## config.mk

```make
export PLATFORM = sky130hd
export DESIGN_NAME = wsd_generator
export DESIGN_NICKNAME = d
export VERILOG_FILES = /design/src/design/wsd_generator.v
export VERILOG_INCLUDE_DIRS = /design/src /design/src/design
export SDC_FILE = /design/constraint.sdc
export NUM_CORES = 1
export LEC_CHECK = 0
export BUFFER_PORTS_ARGS = -buffer_cell sky130_fd_sc_hd__buf_2
export CORE_AREA = 2 2 117 119
export CTS_CLUSTER_SIZE = 20
export DETAILED_ROUTE_END_ITERATION = 10
export DIE_AREA = 0 0 119 121
export GPL_TIMING_DRIVEN = 0
export PLACE_DENSITY = 0.69
export SLEW_MARGIN = 20
export SYNTH_ARGS = -nofsm -noshare
export SYNTH_HDL_FRONTEND = slang
export SYNTH_SLANG_ARGS = --single-unit
```

## constraint.sdc

```tcl
create_clock -name clk_sys -period 1.8 [get_ports clk_sys]
set_input_delay 0.36 -clock clk_sys [delete_from_list [all_inputs] [get_ports clk_sys]]
set_output_delay 0.36 -clock clk_sys [all_outputs]
set_load 0.02 [all_outputs]
```

## src/design/wsd_consts.vh

```
// constants for the waveform steering, shutdown and dead-band generator
`ifndef WSD_CONSTS_VH
`define WSD_CONSTS_VH

// ==========================================================
// register indices (byte address is four times the index)
`define WSD_IDX_CLKSEL     12'h60c
`define WSD_IDX_INSEL      12'h60d
`define WSD_IDX_DBRISE     12'h60e
`define WSD_IDX_DBFALL     12'h60f
`define WSD_IDX_CTRL0      12'h610
`define WSD_IDX_CTRL1      12'h611
`define WSD_IDX_SDCTRL     12'h612
`define WSD_IDX_SDSRC      12'h613
`define WSD_IDX_STEER      12'h614
`define WSD_IDX_IRQSTAT    12'h615
`define WSD_IDX_IRQMASK    12'h616

// ==========================================================
// field positions
`define WSD_CTRL0_EN       7
`define WSD_CTRL0_LD       6
`define WSD_CTRL1_IN       5
`define WSD_SD_STATUS      7
`define WSD_SD_REN         6

// ==========================================================
// mode codes
`define WSD_MODE_ASTEER    3'h0
`define WSD_MODE_SSTEER    3'h1
`define WSD_MODE_FWDFB     3'h2
`define WSD_MODE_REVFB     3'h3
`define WSD_MODE_HALFB     3'h4
`define WSD_MODE_PUSHP     3'h5

// ==========================================================
// shutdown level codes
`define WSD_SDL_INACT      2'h0
`define WSD_SDL_TRI        2'h1
`define WSD_SDL_LOW        2'h2
`define WSD_SDL_HIGH       2'h3

// ==========================================================
// reset values
`define WSD_RST_STEER      8'h00
`define WSD_RST_SDCTRL     8'h14
`define WSD_RST_ZERO       8'h00

// ==========================================================
// data input source range limits
`define WSD_ISM_LOWTOP     5'h06
`define WSD_ISM_HIBOT      5'h0b
`define WSD_ISM_HITOP      5'h11

`endif

```

## src/design/wsd_generator.v

```verilog
// output stage: steering, bridge modes, dead band, auto-shutdown, wishbone registers
`timescale 1ns/1ps
`include "wsd_consts.vh"

// Contract
// (RULE1) steer enabled: output follows input with polarity
// (RULE2) steer disabled: output equals override bit
// (RULE3) steer bits act only in steering modes
// (RULE4) synchronous steering double-buffers steer enables
// (RULE5) shutdown status bit reflects shutdown state
// (RULE6) software shutdown write forces shutdown levels
// (RULE7) after clear, hold until input rising edge
// (RULE8) auto-restart enable bit controls restart
// (RULE9) B/D shutdown level by two-bit field
// (RULE10) A/C shutdown level by two-bit field
// (RULE11) eight shutdown source enable bits
// (RULE12) rising dead band n cycles, zero bypasses
// (RULE13) falling dead band n cycles, zero bypasses
// (RULE14) dead-band counts untouched by reset
// (RULE15) three-bit mode field selects operation
// (RULE16) per-output polarity bit inverts output
// (RULE17) clock select bit chooses generator clock
// (RULE18) enabled active source sets shutdown status
// (RULE19) auto-restart clears status when sources idle
module wsd_generator (
   // clock and reset
   input  wire        clk_sys,
   input  wire        reset,
   // wishbone slave
   input  wire        wb_cyc_i,
   input  wire        wb_stb_i,
   input  wire        wb_we_i,
   input  wire [13:0] wb_adr_i,
   input  wire [3:0]  wb_sel_i,
   input  wire [31:0] wb_dat_i,
   output reg  [31:0] wb_dat_o,
   output reg         wb_ack_o,
   // waveform and shutdown sources (asynchronous)
   input  wire [17:0] dataSources,
   input  wire [7:0]  shutdownSources,
   // output pins a..d, bit 0 is a
   output reg  [3:0]  pinOut_q,
   output reg  [3:0]  pinOe_q,
   // clock source choice and interrupt
   output reg         fastOscSelect_q,
   output reg         irq_q
);

   // ==========================================================
   // decoding helpers
   // shutdown level to {drive enable, level}
   function [1:0] sdLevel;
      input [1:0] code;
      input       pol;
      begin
         case (code)
            `WSD_SDL_HIGH: sdLevel = 2'b11;
            `WSD_SDL_LOW:  sdLevel = 2'b10;
            `WSD_SDL_TRI:  sdLevel = 2'b00;
            default:       sdLevel = {1'b1, pol};
         endcase
      end
   endfunction

   // ==========================================================
   // registers
   // reset images, sliced per field so no bits are dropped silently
   localparam [7:0] RST_SD  = `WSD_RST_SDCTRL;
   localparam [7:0] RST_STR = `WSD_RST_STEER;
   reg  [7:0]  inSel_q;
   reg  [5:0]  dbRise_q;
   reg  [5:0]  dbFall_q;
   reg         enable_q;
   reg         loadReq_q;
   reg  [2:0]  mode_q;
   reg  [3:0]  polarity_q;
   reg         shutdown_q;
   reg         restartEn_q;
   reg  [1:0]  pairBdLevel_q;
   reg  [1:0]  pairAcLevel_q;
   reg  [7:0]  sdEnable_q;
   reg  [3:0]  overrideLevel_q;
   reg  [3:0]  steerWritten_q;
   reg  [3:0]  steerActive_q;
   reg  [1:0]  irqStatus_q;
   reg  [1:0]  irqMask_q;
   reg         holdShut_q;
   reg         effShutPrev_q;

   // ==========================================================
   // bus decode
   wire        busReq   = wb_cyc_i & wb_stb_i & ~wb_ack_o;
   wire [11:0] regIdx   = wb_adr_i[13:2];
   wire        wrLow    = busReq & wb_we_i & wb_sel_i[0];
   wire [7:0]  wd       = wb_dat_i[7:0];

   // ==========================================================
   // input synchronisers, three stages, change accepted when stages 2 and 3 agree
   reg  [8:0]  sync1_q;
   reg  [8:0]  sync2_q;
   reg  [8:0]  sync3_q;
   reg  [8:0]  syncFilt_q;
   wire [4:0]  data_input_source      = inSel_q[4:0];
   wire        ismOk    = (data_input_source <= `WSD_ISM_LOWTOP) |
                          ((data_input_source >= `WSD_ISM_HIBOT) & (data_input_source <= `WSD_ISM_HITOP));
   wire        rawData  = ismOk ? dataSources[data_input_source] : 1'b0;
   integer k;

   // sample selected data input and shutdown sources
   always @(posedge clk_sys) begin
      if (reset) begin
         sync1_q    <= 9'h000;
         sync2_q    <= 9'h000;
         sync3_q    <= 9'h000;
         syncFilt_q <= 9'h000;
      end else begin
         sync1_q <= {rawData, shutdownSources};
         sync2_q <= sync1_q;
         sync3_q <= sync2_q;
         for (k = 0; k < 9; k = k + 1) begin
            if (sync2_q[k] == sync3_q[k]) begin
               syncFilt_q[k] <= sync3_q[k];
            end
         end
      end
   end

   wire        dataIn   = syncFilt_q[8];
   reg         dataPrev_q;
   wire        dataRise = dataIn & ~dataPrev_q;
   wire        dataFall = ~dataIn & dataPrev_q;
   wire        srcHit   = |(syncFilt_q[7:0] & sdEnable_q); // RULE11
   wire        effShut  = shutdown_q | holdShut_q;

   // ==========================================================
   // dead-band counters
   reg  [5:0]  riseCnt_q;
   reg  [5:0]  fallCnt_q;
   wire        riseLoad = dataRise & (dbRise_q != 6'h00);
   wire        fallLoad = dataFall & (dbFall_q != 6'h00);
   wire        riseDrv  = dataIn & (riseCnt_q == 6'h00) & ~riseLoad;   // RULE12
   wire        fallDrv  = ~dataIn & (fallCnt_q == 6'h00) & ~fallLoad;  // RULE13

   // count out the hold-off after each input edge
   always @(posedge clk_sys) begin
      if (reset) begin
         riseCnt_q  <= 6'h00;
         fallCnt_q  <= 6'h00;
         dataPrev_q <= 1'b0;
      end else begin
         dataPrev_q <= dataIn;
         if (riseLoad) begin
            riseCnt_q <= dbRise_q; // RULE12
         end else if (riseCnt_q != 6'h00) begin
            riseCnt_q <= riseCnt_q - 6'h01;
         end
         if (fallLoad) begin
            fallCnt_q <= dbFall_q; // RULE13
         end else if (fallCnt_q != 6'h00) begin
            fallCnt_q <= fallCnt_q - 6'h01;
         end
      end
   end

   // ==========================================================
   // dead-band counts hold their value through reset
   always @(posedge clk_sys) begin
      if (wrLow & (regIdx == `WSD_IDX_DBRISE)) begin
         dbRise_q <= wd[5:0]; // RULE14
      end
      if (wrLow & (regIdx == `WSD_IDX_DBFALL)) begin
         dbFall_q <= wd[5:0]; // RULE14
      end
   end

   // ==========================================================
   // configuration and status registers
   wire        sdWrite  = wrLow & (regIdx == `WSD_IDX_SDCTRL);
   wire        autoClr  = restartEn_q & ~srcHit;
   always @(posedge clk_sys) begin
      if (reset) begin
         inSel_q         <= `WSD_RST_ZERO;
         enable_q        <= 1'b0;
         loadReq_q       <= 1'b0;
         mode_q          <= 3'h0;
         polarity_q      <= 4'h0;
         shutdown_q      <= 1'b0;
         restartEn_q     <= 1'b0;
         pairBdLevel_q   <= RST_SD[5:4];
         pairAcLevel_q   <= RST_SD[3:2];
         sdEnable_q      <= `WSD_RST_ZERO;
         overrideLevel_q <= RST_STR[7:4];
         steerWritten_q  <= 4'h0;
         irqMask_q       <= 2'h0;
         fastOscSelect_q <= 1'b0;
      end else begin
         if (wrLow & (regIdx == `WSD_IDX_CLKSEL)) begin
            fastOscSelect_q <= wd[0]; // RULE17
         end
         if (wrLow & (regIdx == `WSD_IDX_INSEL)) begin
            inSel_q <= {3'h0, wd[4:0]};
         end
         if (wrLow & (regIdx == `WSD_IDX_CTRL0)) begin
            enable_q <= wd[`WSD_CTRL0_EN];
            mode_q   <= wd[2:0]; // RULE15
         end
         // load request is taken only once the generator is enabled
         if (wrLow & (regIdx == `WSD_IDX_CTRL0) & enable_q & wd[`WSD_CTRL0_LD]) begin
            loadReq_q <= 1'b1;
         end else if (dataRise | ~enable_q) begin
            loadReq_q <= 1'b0;
         end
         if (wrLow & (regIdx == `WSD_IDX_CTRL1)) begin
            polarity_q <= wd[3:0]; // RULE16
         end
         if (sdWrite) begin
            restartEn_q   <= wd[`WSD_SD_REN]; // RULE8
            pairBdLevel_q <= wd[5:4];         // RULE9
            pairAcLevel_q <= wd[3:2];         // RULE10
         end
         // source hit while enabled wins over any clear
         if (enable_q & srcHit) begin
            shutdown_q <= 1'b1; // RULE18
         end else if (sdWrite) begin
            shutdown_q <= wd[`WSD_SD_STATUS]; // RULE5 RULE6
         end else if (shutdown_q & autoClr) begin
            shutdown_q <= 1'b0; // RULE19
         end
         if (wrLow & (regIdx == `WSD_IDX_SDSRC)) begin
            sdEnable_q <= wd; // RULE11
         end
         if (wrLow & (regIdx == `WSD_IDX_STEER)) begin
            overrideLevel_q <= wd[7:4];
            steerWritten_q  <= wd[3:0];
         end
         if (wrLow & (regIdx == `WSD_IDX_IRQMASK)) begin
            irqMask_q <= wd[1:0];
         end
      end
   end

   // ==========================================================
   // steer enables: direct in async mode, loaded at load point in sync mode
   always @(posedge clk_sys) begin
      if (reset) begin
         steerActive_q <= 4'h0;
      end else if (mode_q != `WSD_MODE_SSTEER) begin
         steerActive_q <= steerWritten_q;
      end else if (loadReq_q & dataRise) begin
         steerActive_q <= steerWritten_q; // RULE4
      end
   end

   // ==========================================================
   // shutdown hold until the first input rising edge after clearing
   always @(posedge clk_sys) begin
      if (reset) begin
         holdShut_q    <= 1'b0;
         effShutPrev_q <= 1'b0;
      end else begin
         effShutPrev_q <= effShut;
         if (shutdown_q) begin
            holdShut_q <= 1'b1;
         end else if (dataRise) begin
            holdShut_q <= 1'b0; // RULE7
         end
      end
   end

   // ==========================================================
   // interrupt flags: bit0 shutdown entered, bit1 output resumed; write one clears
   wire [1:0]  irqEvent = {effShutPrev_q & ~effShut, effShut & ~effShutPrev_q};
   wire [1:0]  irqClr   = (wrLow & (regIdx == `WSD_IDX_IRQSTAT)) ? wd[1:0] : 2'h0;
   always @(posedge clk_sys) begin
      if (reset) begin
         irqStatus_q <= 2'h0;
         irq_q       <= 1'b0;
      end else begin
         irqStatus_q <= irqEvent | (irqStatus_q & ~irqClr);
         irq_q       <= |(irqStatus_q & irqMask_q);
      end
   end

   // ==========================================================
   // waveform per mode before polarity
   reg         ppPhase_q;
   reg  [3:0]  modeWave;
   always @(posedge clk_sys) begin
      if (reset) begin
         ppPhase_q <= 1'b0;
      end else if (dataRise) begin
         ppPhase_q <= ~ppPhase_q;
      end
   end

   // bridge and push-pull patterns, bit 0 is output a
   always @* begin
      case (mode_q)
         `WSD_MODE_HALFB: modeWave = {fallDrv, riseDrv, fallDrv, riseDrv};
         `WSD_MODE_FWDFB: modeWave = {riseDrv, 1'b0, 1'b0, 1'b1};
         `WSD_MODE_REVFB: modeWave = {1'b0, 1'b1, riseDrv, 1'b0};
         `WSD_MODE_PUSHP: modeWave = {riseDrv & ppPhase_q, riseDrv & ~ppPhase_q,
                                      riseDrv & ppPhase_q, riseDrv & ~ppPhase_q};
         default:         modeWave = {4{dataIn}};
      endcase
   end

   wire        steerMode = (mode_q[2:1] == 2'b00);
   wire [3:0]  nextLevel;
   wire [3:0]  nextOe;

   // ==========================================================
   // per-output selection of steering, override, shutdown
   genvar g;
   generate
      for (g = 0; g < 4; g = g + 1) begin : gOut
         wire [1:0] pairCode = ((g % 2) == 1) ? pairBdLevel_q : pairAcLevel_q;
         wire [1:0] sdPick   = sdLevel(pairCode, polarity_q[g]); // RULE9 RULE10
         wire       runLvl   = (steerMode & ~steerActive_q[g]) ?
                               overrideLevel_q[g] :                  // RULE2 RULE3
                               modeWave[g] ^ polarity_q[g];          // RULE1 RULE16
         assign nextOe[g]    = effShut ? sdPick[1] : enable_q;
         assign nextLevel[g] = effShut ? (sdPick[0] & sdPick[1]) :
                               (enable_q & runLvl);
      end
   endgenerate

   // registered pins
   always @(posedge clk_sys) begin
      if (reset) begin
         pinOut_q <= 4'h0;
         pinOe_q  <= 4'h0;
      end else begin
         pinOut_q <= nextLevel;
         pinOe_q  <= nextOe;
      end
   end

   // ==========================================================
   // read mux
   reg  [7:0]  rdByte;
   always @* begin
      case (regIdx)
         `WSD_IDX_CLKSEL:  rdByte = {7'h00, fastOscSelect_q};
         `WSD_IDX_INSEL:   rdByte = inSel_q;
         `WSD_IDX_DBRISE:  rdByte = {2'h0, dbRise_q};
         `WSD_IDX_DBFALL:  rdByte = {2'h0, dbFall_q};
         `WSD_IDX_CTRL0:   rdByte = {enable_q, loadReq_q, 3'h0, mode_q};
         `WSD_IDX_CTRL1:   rdByte = {2'h0, dataIn, 1'b0, polarity_q};
         `WSD_IDX_SDCTRL:  rdByte = {shutdown_q, restartEn_q, pairBdLevel_q,
                                     pairAcLevel_q, 2'h0}; // RULE5
         `WSD_IDX_SDSRC:   rdByte = sdEnable_q;
         `WSD_IDX_STEER:   rdByte = {overrideLevel_q, steerWritten_q};
         `WSD_IDX_IRQSTAT: rdByte = {6'h00, irqStatus_q};
         `WSD_IDX_IRQMASK: rdByte = {6'h00, irqMask_q};
         default:          rdByte = 8'h00;
      endcase
   end

   // one-cycle acknowledge, read data registered with it
   always @(posedge clk_sys) begin
      if (reset) begin
         wb_ack_o <= 1'b0;
         wb_dat_o <= 32'h00000000;
      end else begin
         wb_ack_o <= busReq;
         if (busReq & ~wb_we_i) begin
            wb_dat_o <= {24'h000000, rdByte};
         end
      end
   end

endmodule // wsd_generator

```

Yosys cells after proc, flatten, opt, wreduce, memory -nomap -nowiden --
Cells that the tools add are included.
Word-level totals: bits in registers 127, bits of input ports 81, word-level logic and storage cells 204
Operators by class: add/subtract/negate cells 2, order comparisons 4, eq/ne operators 31, multiplexer cells 34, bitwise gates (word level) 75, reductions and logical operators 16
Operator list (number):
- 12-bit by 11-bit equality test with 1-bit output (second input constant) | 11
- 8-bit case mux with 11 select lines | 1
- 1-bit AND | 47
- 6-bit two-way mux | 4
- 2-bit case mux with 3 select lines | 4
- 6-bit nonzero test | 4
- 1-bit two-way mux | 20
- 1-bit inverter | 16
- 4-bit case mux with 4 select lines | 1
- 6-bit zero test | 2
- 6-bit by 1-bit subtractor with 6-bit output (second input constant) | 2
- 2-bit nonzero test | 5
- 1-bit equality test | 9
- 8-bit AND | 1
- 2-bit equality test (second input constant) | 4
- 4-bit two-way mux | 2
- 8-bit OR reduction | 1
- 3-bit by 2-bit equality test with 1-bit output (second input constant) | 2
- 3-bit equality test (second input constant) | 2
- 5-bit by 6-bit less-than comparator with 1-bit output (second input constant) | 1
- 1-bit binary-select mux with 5-bit select | 1
- 5-bit by 4-bit greater-or-equal comparator with 1-bit output (second input constant) | 1
- 5-bit by 3-bit less-or-equal comparator with 1-bit output (second input constant) | 1
- 5-bit less-or-equal comparator (second input constant) | 1
- 11 further kinds | 19

Longest topological paths before layout --
Gate-level depths: netlist (run 1).
depth after elaboration 11, depth in mapped cells 8

Worst setup path after synthesis (run 1) --
Ideal clock, no wire load.
kind register to register, start point register wb_ack_o, end point register dbFall_q[0] (enable), setup time 0.320 ns, data arrival time 1.514 ns, setup slack -0.034 ns, cell stages (with the launch flop) 5, path buffers 1, clock period less this slack 1.834 ns, cells stage by stage dfxtp_1 nand3b_1 nor2_1 clkbuf_1 and3_1
Between the ends: longest elaborated chain between the ends 5
Ends and longest elaborated chain:
- start: declaration | RTL line wsd_generator.v:37 | output reg wb_ack_o,
- start signal: assignment | RTL line wsd_generator.v:366 | wb_ack_o <= busReq;
- 1-bit inverter | RTL line wsd_generator.v:92 | wire busReq = wb_cyc_i & wb_stb_i & ~wb_ack_o;
- 1-bit AND | RTL line wsd_generator.v:92
- 1-bit AND (2 in series) | RTL line wsd_generator.v:94 | wire wrLow = busReq & wb_we_i & wb_sel_i[0];
- 1-bit AND | RTL line wsd_generator.v:171 | if (wrLow & (regIdx == `WSD_IDX_DBFALL)) begin
- end signal: assignment | RTL line wsd_generator.v:172 | dbFall_q <= wd[5:0];
- end: declaration | RTL line wsd_generator.v:72 | reg [5:0] dbFall_q;
Every way passes these cells. A chain may end at the register's enable or synchronous reset.

Worst setup path in the final report (run 1) --
start point register dbRise_q[4], end point register pinOut_q[1]
Between the ends: longest elaborated chain between the ends 10
Ends and longest elaborated chain:
- start: declaration | RTL line wsd_generator.v:71 | reg [5:0] dbRise_q;
- start signal: assignment | RTL line wsd_generator.v:169 | dbRise_q <= wd[5:0];
- 6-bit nonzero test * | RTL line wsd_generator.v:139 | wire riseLoad = dataRise & (dbRise_q != 6'h00);
- 1-bit AND * | RTL line wsd_generator.v:139
- 1-bit inverter * | RTL line wsd_generator.v:141 | wire riseDrv = dataIn & (riseCnt_q == 6'h00) & ~riseLoad;
- 1-bit AND * | RTL line wsd_generator.v:141
- 1-bit AND | RTL line wsd_generator.v:303 | riseDrv & ppPhase_q, riseDrv & ~ppPhase_q};
- 4-bit case mux with 4 select lines * | RTL line wsd_generator.v:298 | case (mode_q)
- 1-bit bitwise XOR * | RTL line wsd_generator.v:321 | modeWave[g] ^ polarity_q[g];
- 1-bit two-way mux * | RTL line wsd_generator.v:319 | wire runLvl = (steerMode & ~steerActive_q[g]) ?
- 1-bit AND * | RTL line wsd_generator.v:324 | (enable_q & runLvl);
- 1-bit two-way mux * | RTL line wsd_generator.v:323 | assign nextLevel[g] = effShut ? (sdPick[0] & sdPick[1]) :
- end signal: assignment | RTL line wsd_generator.v:334 | pinOut_q <= nextLevel;
- end: declaration | RTL line wsd_generator.v:42 | output reg [3:0] pinOut_q,
Mark *: on every way between the ends. The rest lies on a longest branch, timed or not.

==> impl_metrics.yaml, run 1 <==
run_status:
  status: "complete, but fails checks"
  violations: "setup timing"
global_route:
  grt_max_degree: 17
  grt_use_total: 0.2446
  first_global_vias: 4952
  antenna_found_initial: 0
  globalRouteOverflowTotal: 0
  grt_pass1_wl_mm: 26.57
yosys:
  synth_seq_cells: 125
  syn_area_um2: 5803
  synth-edff-count: 12
  synth_top_area_share: 0.3898
  async_flop_share: 0
  synth_ff_type: "dfxtp_1"
  syn_inst: 646
  synth_top_family_by_area: "simple AND/OR/NAND/NOR gates"
  ys_warn_count: 0
  netlist_top_cells_area: "dfxtp_1, edfxtp_1, mux2i_1"
  synth_top_cell_by_area: "dfxtp_1"
  synth_xor_area_frac: 0.01660
  synth-compound-area-share: 0.1531
  synth.avg_cell_area_um2: 8.983
  muxShareOfSynthArea: 0.07784
  synthAdderAreaFrac: 0.008624
  ys_types: 71
  yosysSeqAreaShare: 0.4519
  synthSimpleGateAreaFrac: 0.2197
route:
  drc: 0
  wl_mm: 17.47
  drt_iter0_drc: 406
  wl_per_cell_um: 18.30
  viasPerCell: 5.496
  dr_total_vias: 5249
  firstDrtPassIters: 8
  final_antenna_net_count: 0
layout:
  layout_common_cells: "dfxtp_1, buf_2, nand2_1, nor2_1, a21oi_1"
  antenna_cells: 0
  fin_cells: 955
  final_area_um2: 7266
  area_growth_pct: 25.20
  final_common_cell: "dfxtp_1"
  nets: 851
  drive_above_1_share: 0.2516
setup_path:
  crit_type: "flip-flop to flip-flop"
  worstPathRequired_ns: 2.10
  cp-end-kind: "flip-flop"
  cp-start-kind: "flip-flop"
  worstPathArrival_ns: 2.17
  r2r_start: "dbRise_q[4]"
  path_max_fanout: 4
  crit_start: "dbRise_q[4]"
sta:
  finClkSkew_ns: 0.01194
  maxSlewViolCount: 0
  max_freq_mhz: 536.7
  worst_slew_pin_slew_ns: 0.7312
  setup-violations-final: 2
  whs_ns: 0.1538
  rsz0062_at_grt: "true"
  relSlewSlack: 0.5125
  fin_crit_ns: 1.863
  post-route-period-util: 1.035
  setup_ws_ns: -0.06330
  final_hold_viol_count: 0
cts:
  cts_tree: "built"
  cts_made_buffers: 17
  cts.htree.levels: 4
  cts-root-buf: "clkbuf_16"
  clkTransAtPathRegs_ns: 0.06
  clk-insertion-delay-late_ns: 0.42
  clockBufferDepth: 2
  cts_hold_buffers: 0
  cts_sinks: 125
min_path:
  holdCritStartpoint: "shutdownSources[5]"
  hold_class: "input port to flip-flop"
placed_design:
  dpl_cell_area_um2: 6456
  dp.final_hpwl_mm: 13.01
  placed_cells: 914
  gp_congestion: 0.9318
  place_ws_ns: -0.4638
  portBuffers: 69
floorplan:
  io_pins: 124
  coreArea_um2: 13090
  dieHeight_um: 121
  placementRows: 42
  fp.dieW_um: 119
  floorplan.initialDensity: 0.4435
  die-area_um2: 14400
job:
  drv_cap: 0
pwr:
  p_leak_nw: 2.948
  powerDensity_nw_per_um2: 1068
  peakVddDrop_mv: 0.6136
-- worst max-delay path, cell delays in order, from the launching register on --
cell	delay, ns
edfxtp_1	0.46
nor2_2	0.19
a31oi_2	0.17
o41ai_2	0.33
a22oi_1	0.15
xor2_1	0.17
o31ai_1	0.28
-- layer usage --
| layer | GRT usage | wire length [um] | vias up |
|---|---|---|---|
| met3 | 0.06062 | 1181 | 28 |
| met5 | 0 | 0 | - |
| met2 | 0.4174 | 8499 | 218 |
| met1 | 0.3028 | 7515 | 2513 |
| li1 | - | - | 2490 |
| met4 | 0.08185 | 276 | 0 |
-- timing repair --
action                                  CTS  global route
setup buffers                             6             6
pin swaps                                 6             3
endpoints found under the setup margin   46            37
gates resized for setup                  16            19
-- power by group --
part	switching (mW)	internal (mW)	total [mW]
clock network	1.28	2.16	3.44
registers	0.101	2.95	3.05
logic	0.703	0.569	1.27
-- final timing paths --
| check | endpoint | slack, ns | cells after the start |
|---|---|---|---|
| max | pinOut_q[1] | -0.06 | 6 |
| min reg2reg | sync2_q[4] | 0.44 | 1 |
| max reg2reg | pinOut_q[1] | -0.06 | 6 |
| min | sync1_q[5] | 0.15 | 2 |
-- state kept, by name (all words and copies together), names as in the netlist, 2 cells and up --
| name | flops |
|---|---|
| inSel_q | 5 |
| steerWritten_q | 4 |
| riseCnt_q | 6 |
| overrideLevel_q | 4 |
| polarity_q | 4 |
| sync2_q | 9 |
| sync1_q | 9 |
| sync3_q | 9 |
| syncFilt_q | 9 |
| fallCnt_q | 6 |
| dbRise_q | 6 |
| wb_dat_o | 8 |
| dbFall_q | 6 |
| pinOe_q | 2 |
| mode_q | 3 |
| irqMask_q | 2 |
| sdEnable_q | 8 |
| pinOut_q | 4 |
| gOut.pairCode | 4 |
| steerActive_q | 4 |
| irqStatus_q | 2 |
-- stage by stage --
stage | power (mW) | setup TNS [ns] | utilization
3_3_place_gp | 4.240 | -19.27 | 0.4934
4_1_cts | 7.756 | 0 | 0.5466
6_report | 7.762 | -0.1072 | 0.5553
5_1_grt | 8.071 | -0.1852 | 0.5553
3_5_place_dp | 4.287 | -20.61 | 0.4934
2_1_floorplan | 3.993 | 0 | -
-- final cells by class --
cell class | instances | area (um^2)
Sequential cell | 125 | 2624
Tap cell | 176 | 220.2
Multi-Input combinational cell | 467 | 2952
Timing Repair Buffer | 81 | 447.9
Buffer | 62 | 377.9
Clock inverter | 12 | 132.6
Fill cell | 1183 | 5819
Clock buffer | 20 | 466.7
Inverter | 12 | 45.04
-- cell usage after synthesis, types with 13 or more instances --
cell type    n
a22oi_1     13
a21oi_1     51
nand3_1     33
clkbuf_1    23
o21ai_0     22
mux2i_1     29
dfxtp_1    113
nand2_1     65
buf_4       28
nor2_1      61
nor2b_1     35
-- kinds of logic after synthesis --
kind of cell | count (synthesis)
AOI/OAI and AO/OA | 138
xor gates and xnor gates | 11
adders and majority gates | 4
buffers and inverters | 77
DFF | 125
muxes | 38
other | 1
and+or+nand+nor | 252
No activity file was read; power rests on OpenSTA's default activity.
==> run 2: changes to the inputs <==
--- a/config.mk
+++ b/config.mk
@@ -7,12 +7,13 @@
 export NUM_CORES = 1
 export LEC_CHECK = 0
 export BUFFER_PORTS_ARGS = -buffer_cell sky130_fd_sc_hd__buf_2
-export CORE_AREA = 2 2 117 119
+export CORE_AREA = 2 2 112 114
 export CTS_CLUSTER_SIZE = 20
 export DETAILED_ROUTE_END_ITERATION = 10
-export DIE_AREA = 0 0 119 121
+export DIE_AREA = 0 0 114 116
 export GPL_TIMING_DRIVEN = 0
-export PLACE_DENSITY = 0.69
+export MAX_ROUTING_LAYER = met4
+export PLACE_DENSITY = 0.74
 export SLEW_MARGIN = 20
 export SYNTH_ARGS = -nofsm -noshare
 export SYNTH_HDL_FRONTEND = slang
==> run 2 against run 1 <==
  * The run still ends with setup timing left
  * Final area down 0.69%
  * Count of clock-buffer cells in the layout increased by 1
  * Combinational power grew 4%
  * Non-clock buffer count unchanged
  * Fmax up 0.83%
  * Die area shrank 8.2%
  * Largest cell class unchanged
==> impl_metrics.yaml, run 2 (synthesized netlist as in run 1, its figures left out) <==
run_status:
  status: "complete, but fails checks"
  violations: "setup timing"
route:
  drc: 0
  viasPerCell: 5.737
  final_antenna_net_count: 0
  wl_mm: 18.17
  drt_iter0_drc: 574
  dr_total_vias: 5312
  wl_per_cell_um: 19.62
  firstDrtPassIters: 5
floorplan:
  coreArea_um2: 11910
  io_pins: 124
  dieHeight_um: 116
  fp.dieW_um: 114
  floorplan.initialDensity: 0.4872
  placementRows: 40
  die-area_um2: 13220
pwr:
  p_leak_nw: 2.939
  powerDensity_nw_per_um2: 1080
  combPwrFrac: 0.169
  peakVddDrop_mv: 0.8730
  switching_share: 0.2659
  pwr-share-clk: 0.440
  p_switching_mw: 2.073
  p_int_mw: 5.722
  power_mw: 7.795
  seqPwrFrac: 0.391
sta:
  setup_ws_ns: -0.04789
  max_freq_mhz: 541.2
  rsz0062_at_grt: "true"
  whs_ns: 0.1441
  finClkSkew_ns: 0.007773
  relSlewSlack: 0.4693
  post-route-period-util: 1.027
  worst_slew_pin_slew_ns: 0.7961
  fin_crit_ns: 1.848
  setup-violations-final: 2
  maxSlewViolCount: 0
  finalSetupTns_ns: -0.07083
  final_hold_viol_count: 0
cts:
  cts_sinks: 125
  cts.htree.levels: 4
  clk-insertion-delay-late_ns: 0.43
  clockBufferDepth: 2
  cts_tree: "built"
  cts_hold_buffers: 0
  cts_made_buffers: 17
  cts-root-buf: "clkbuf_16"
  clkTransAtPathRegs_ns: 0.05
setup_path:
  worstPathArrival_ns: 2.18
  worstPathRequired_ns: 2.13
  path_max_fanout: 9
  reg2regPathDepth: 5
  cp-start-kind: "flip-flop"
  r2r_start: "mode_q[0]"
  r2r_end: "pinOut_q[1]"
  cp_slowest_stage_delay_ns: 0.63
  rrSetupSlack_ns: -0.05
  cp-end-kind: "flip-flop"
  cp_num_buf_inv: 1
  path_cells: "inv_1 > o41ai_2 > a22oi_1 > xor2_1 > o31ai_1"
  crit_end: "pinOut_q[1]"
  crit_start: "mode_q[0]"
  cp.depth: 5
  critPathTopFamily: "compound AO/OA/AOI/OAI gates"
  cp_slowest_cell: "dfxtp_1"
  crit_type: "flip-flop to flip-flop"
layout:
  nets: 851
  antenna_cells: 0
  final_area_um2: 7216
  drive_above_1_share: 0.2490
  final_common_cell: "dfxtp_1"
  layout_common_cells: "dfxtp_1, buf_2, nand2_1, nor2_1, a21oi_1"
  fin_cells: 926
  utilization: 0.6058
  area_growth_pct: 24.34
global_route:
  globalRouteOverflowTotal: 0
  first_global_vias: 5212
  grt_pass1_wl_mm: 27.66
  antenna_found_initial: 0
  grt_max_degree: 17
  grt_use_total: 0.2915
job:
  drv_cap: 0
placed_design:
  dp.final_hpwl_mm: 12.97
  portBuffers: 69
  place_ws_ns: -0.4876
  dpl_cell_area_um2: 6420
  placed_cells: 885
  gp_congestion: 0.9354
min_path:
  hold_class: "input port to flip-flop"
[run 2: changes by cell type in the layout (fill, tap and decap cells not counted), sizes merged]
cell,before,now
inv,16,12
buf,122,123
clkinv,5,6
bufinv,2,3
clkinvlp,1,2
[run 2: worst min path at each step]
| stage | slack [ns] | cells past startpoint | to | start |
|---|---|---|---|---|
| finish | 0.14 | 2 | sync1_q[0] | shutdownSources[0] |
| global route | 0.14 | 2 | sync1_q[4] | shutdownSources[4] |
| CTS | 0.14 | 2 | sync1_q[1] | shutdownSources[1] |
| detailed placement | 0.43 | 1 | sync2_q[5] | sync1_q[5] |
| global placement | 0.42 | 1 | sync2_q[0] | sync1_q[0] |
| floorplan | 0.41 | 1 | sync2_q[0] | sync1_q[0] |
[run 2: repair_timing]
action,in CTS,in global routing
gates resized for setup,14,17
setup buffers,6,7
pin swaps,2,4
setup endpoints to repair,45,41
[run 2: layer usage]
metal | global-route usage | wire, um | vias up
li1 | - | - | 2481
met1 | 0.3412 | 7265 | 2525
met2 | 0.4655 | 8824 | 255
met3 | 0.07322 | 1480 | 51
met4 | 0.1512 | 596 | 0
met5 | - | 0 | -
[run 2: power by group through the flow]
stage	Combinational, mW	Sequential [mW]	Clock [mW]
4_1_cts	1.25	3.05	3.46
3_5_place_dp	1.20	3.10	0
2_1_floorplan	0.915	3.08	0
3_3_place_gp	1.15	3.09	0
5_1_grt	1.44	3.06	3.58
6_report	1.32	3.05	3.43
[run 2: area by class of cell]
cell class                      count  area, um^2
Fill cell                        1025        4696
Multi-Input combinational cell    467        2953
Sequential cell                   125        2624
Clock buffer                       21       450.4
Timing Repair Buffer               82       442.9
Buffer                             61       374.1
Tap cell                          147       183.9
Clock inverter                     11       142.6
Inverter                           12       45.04
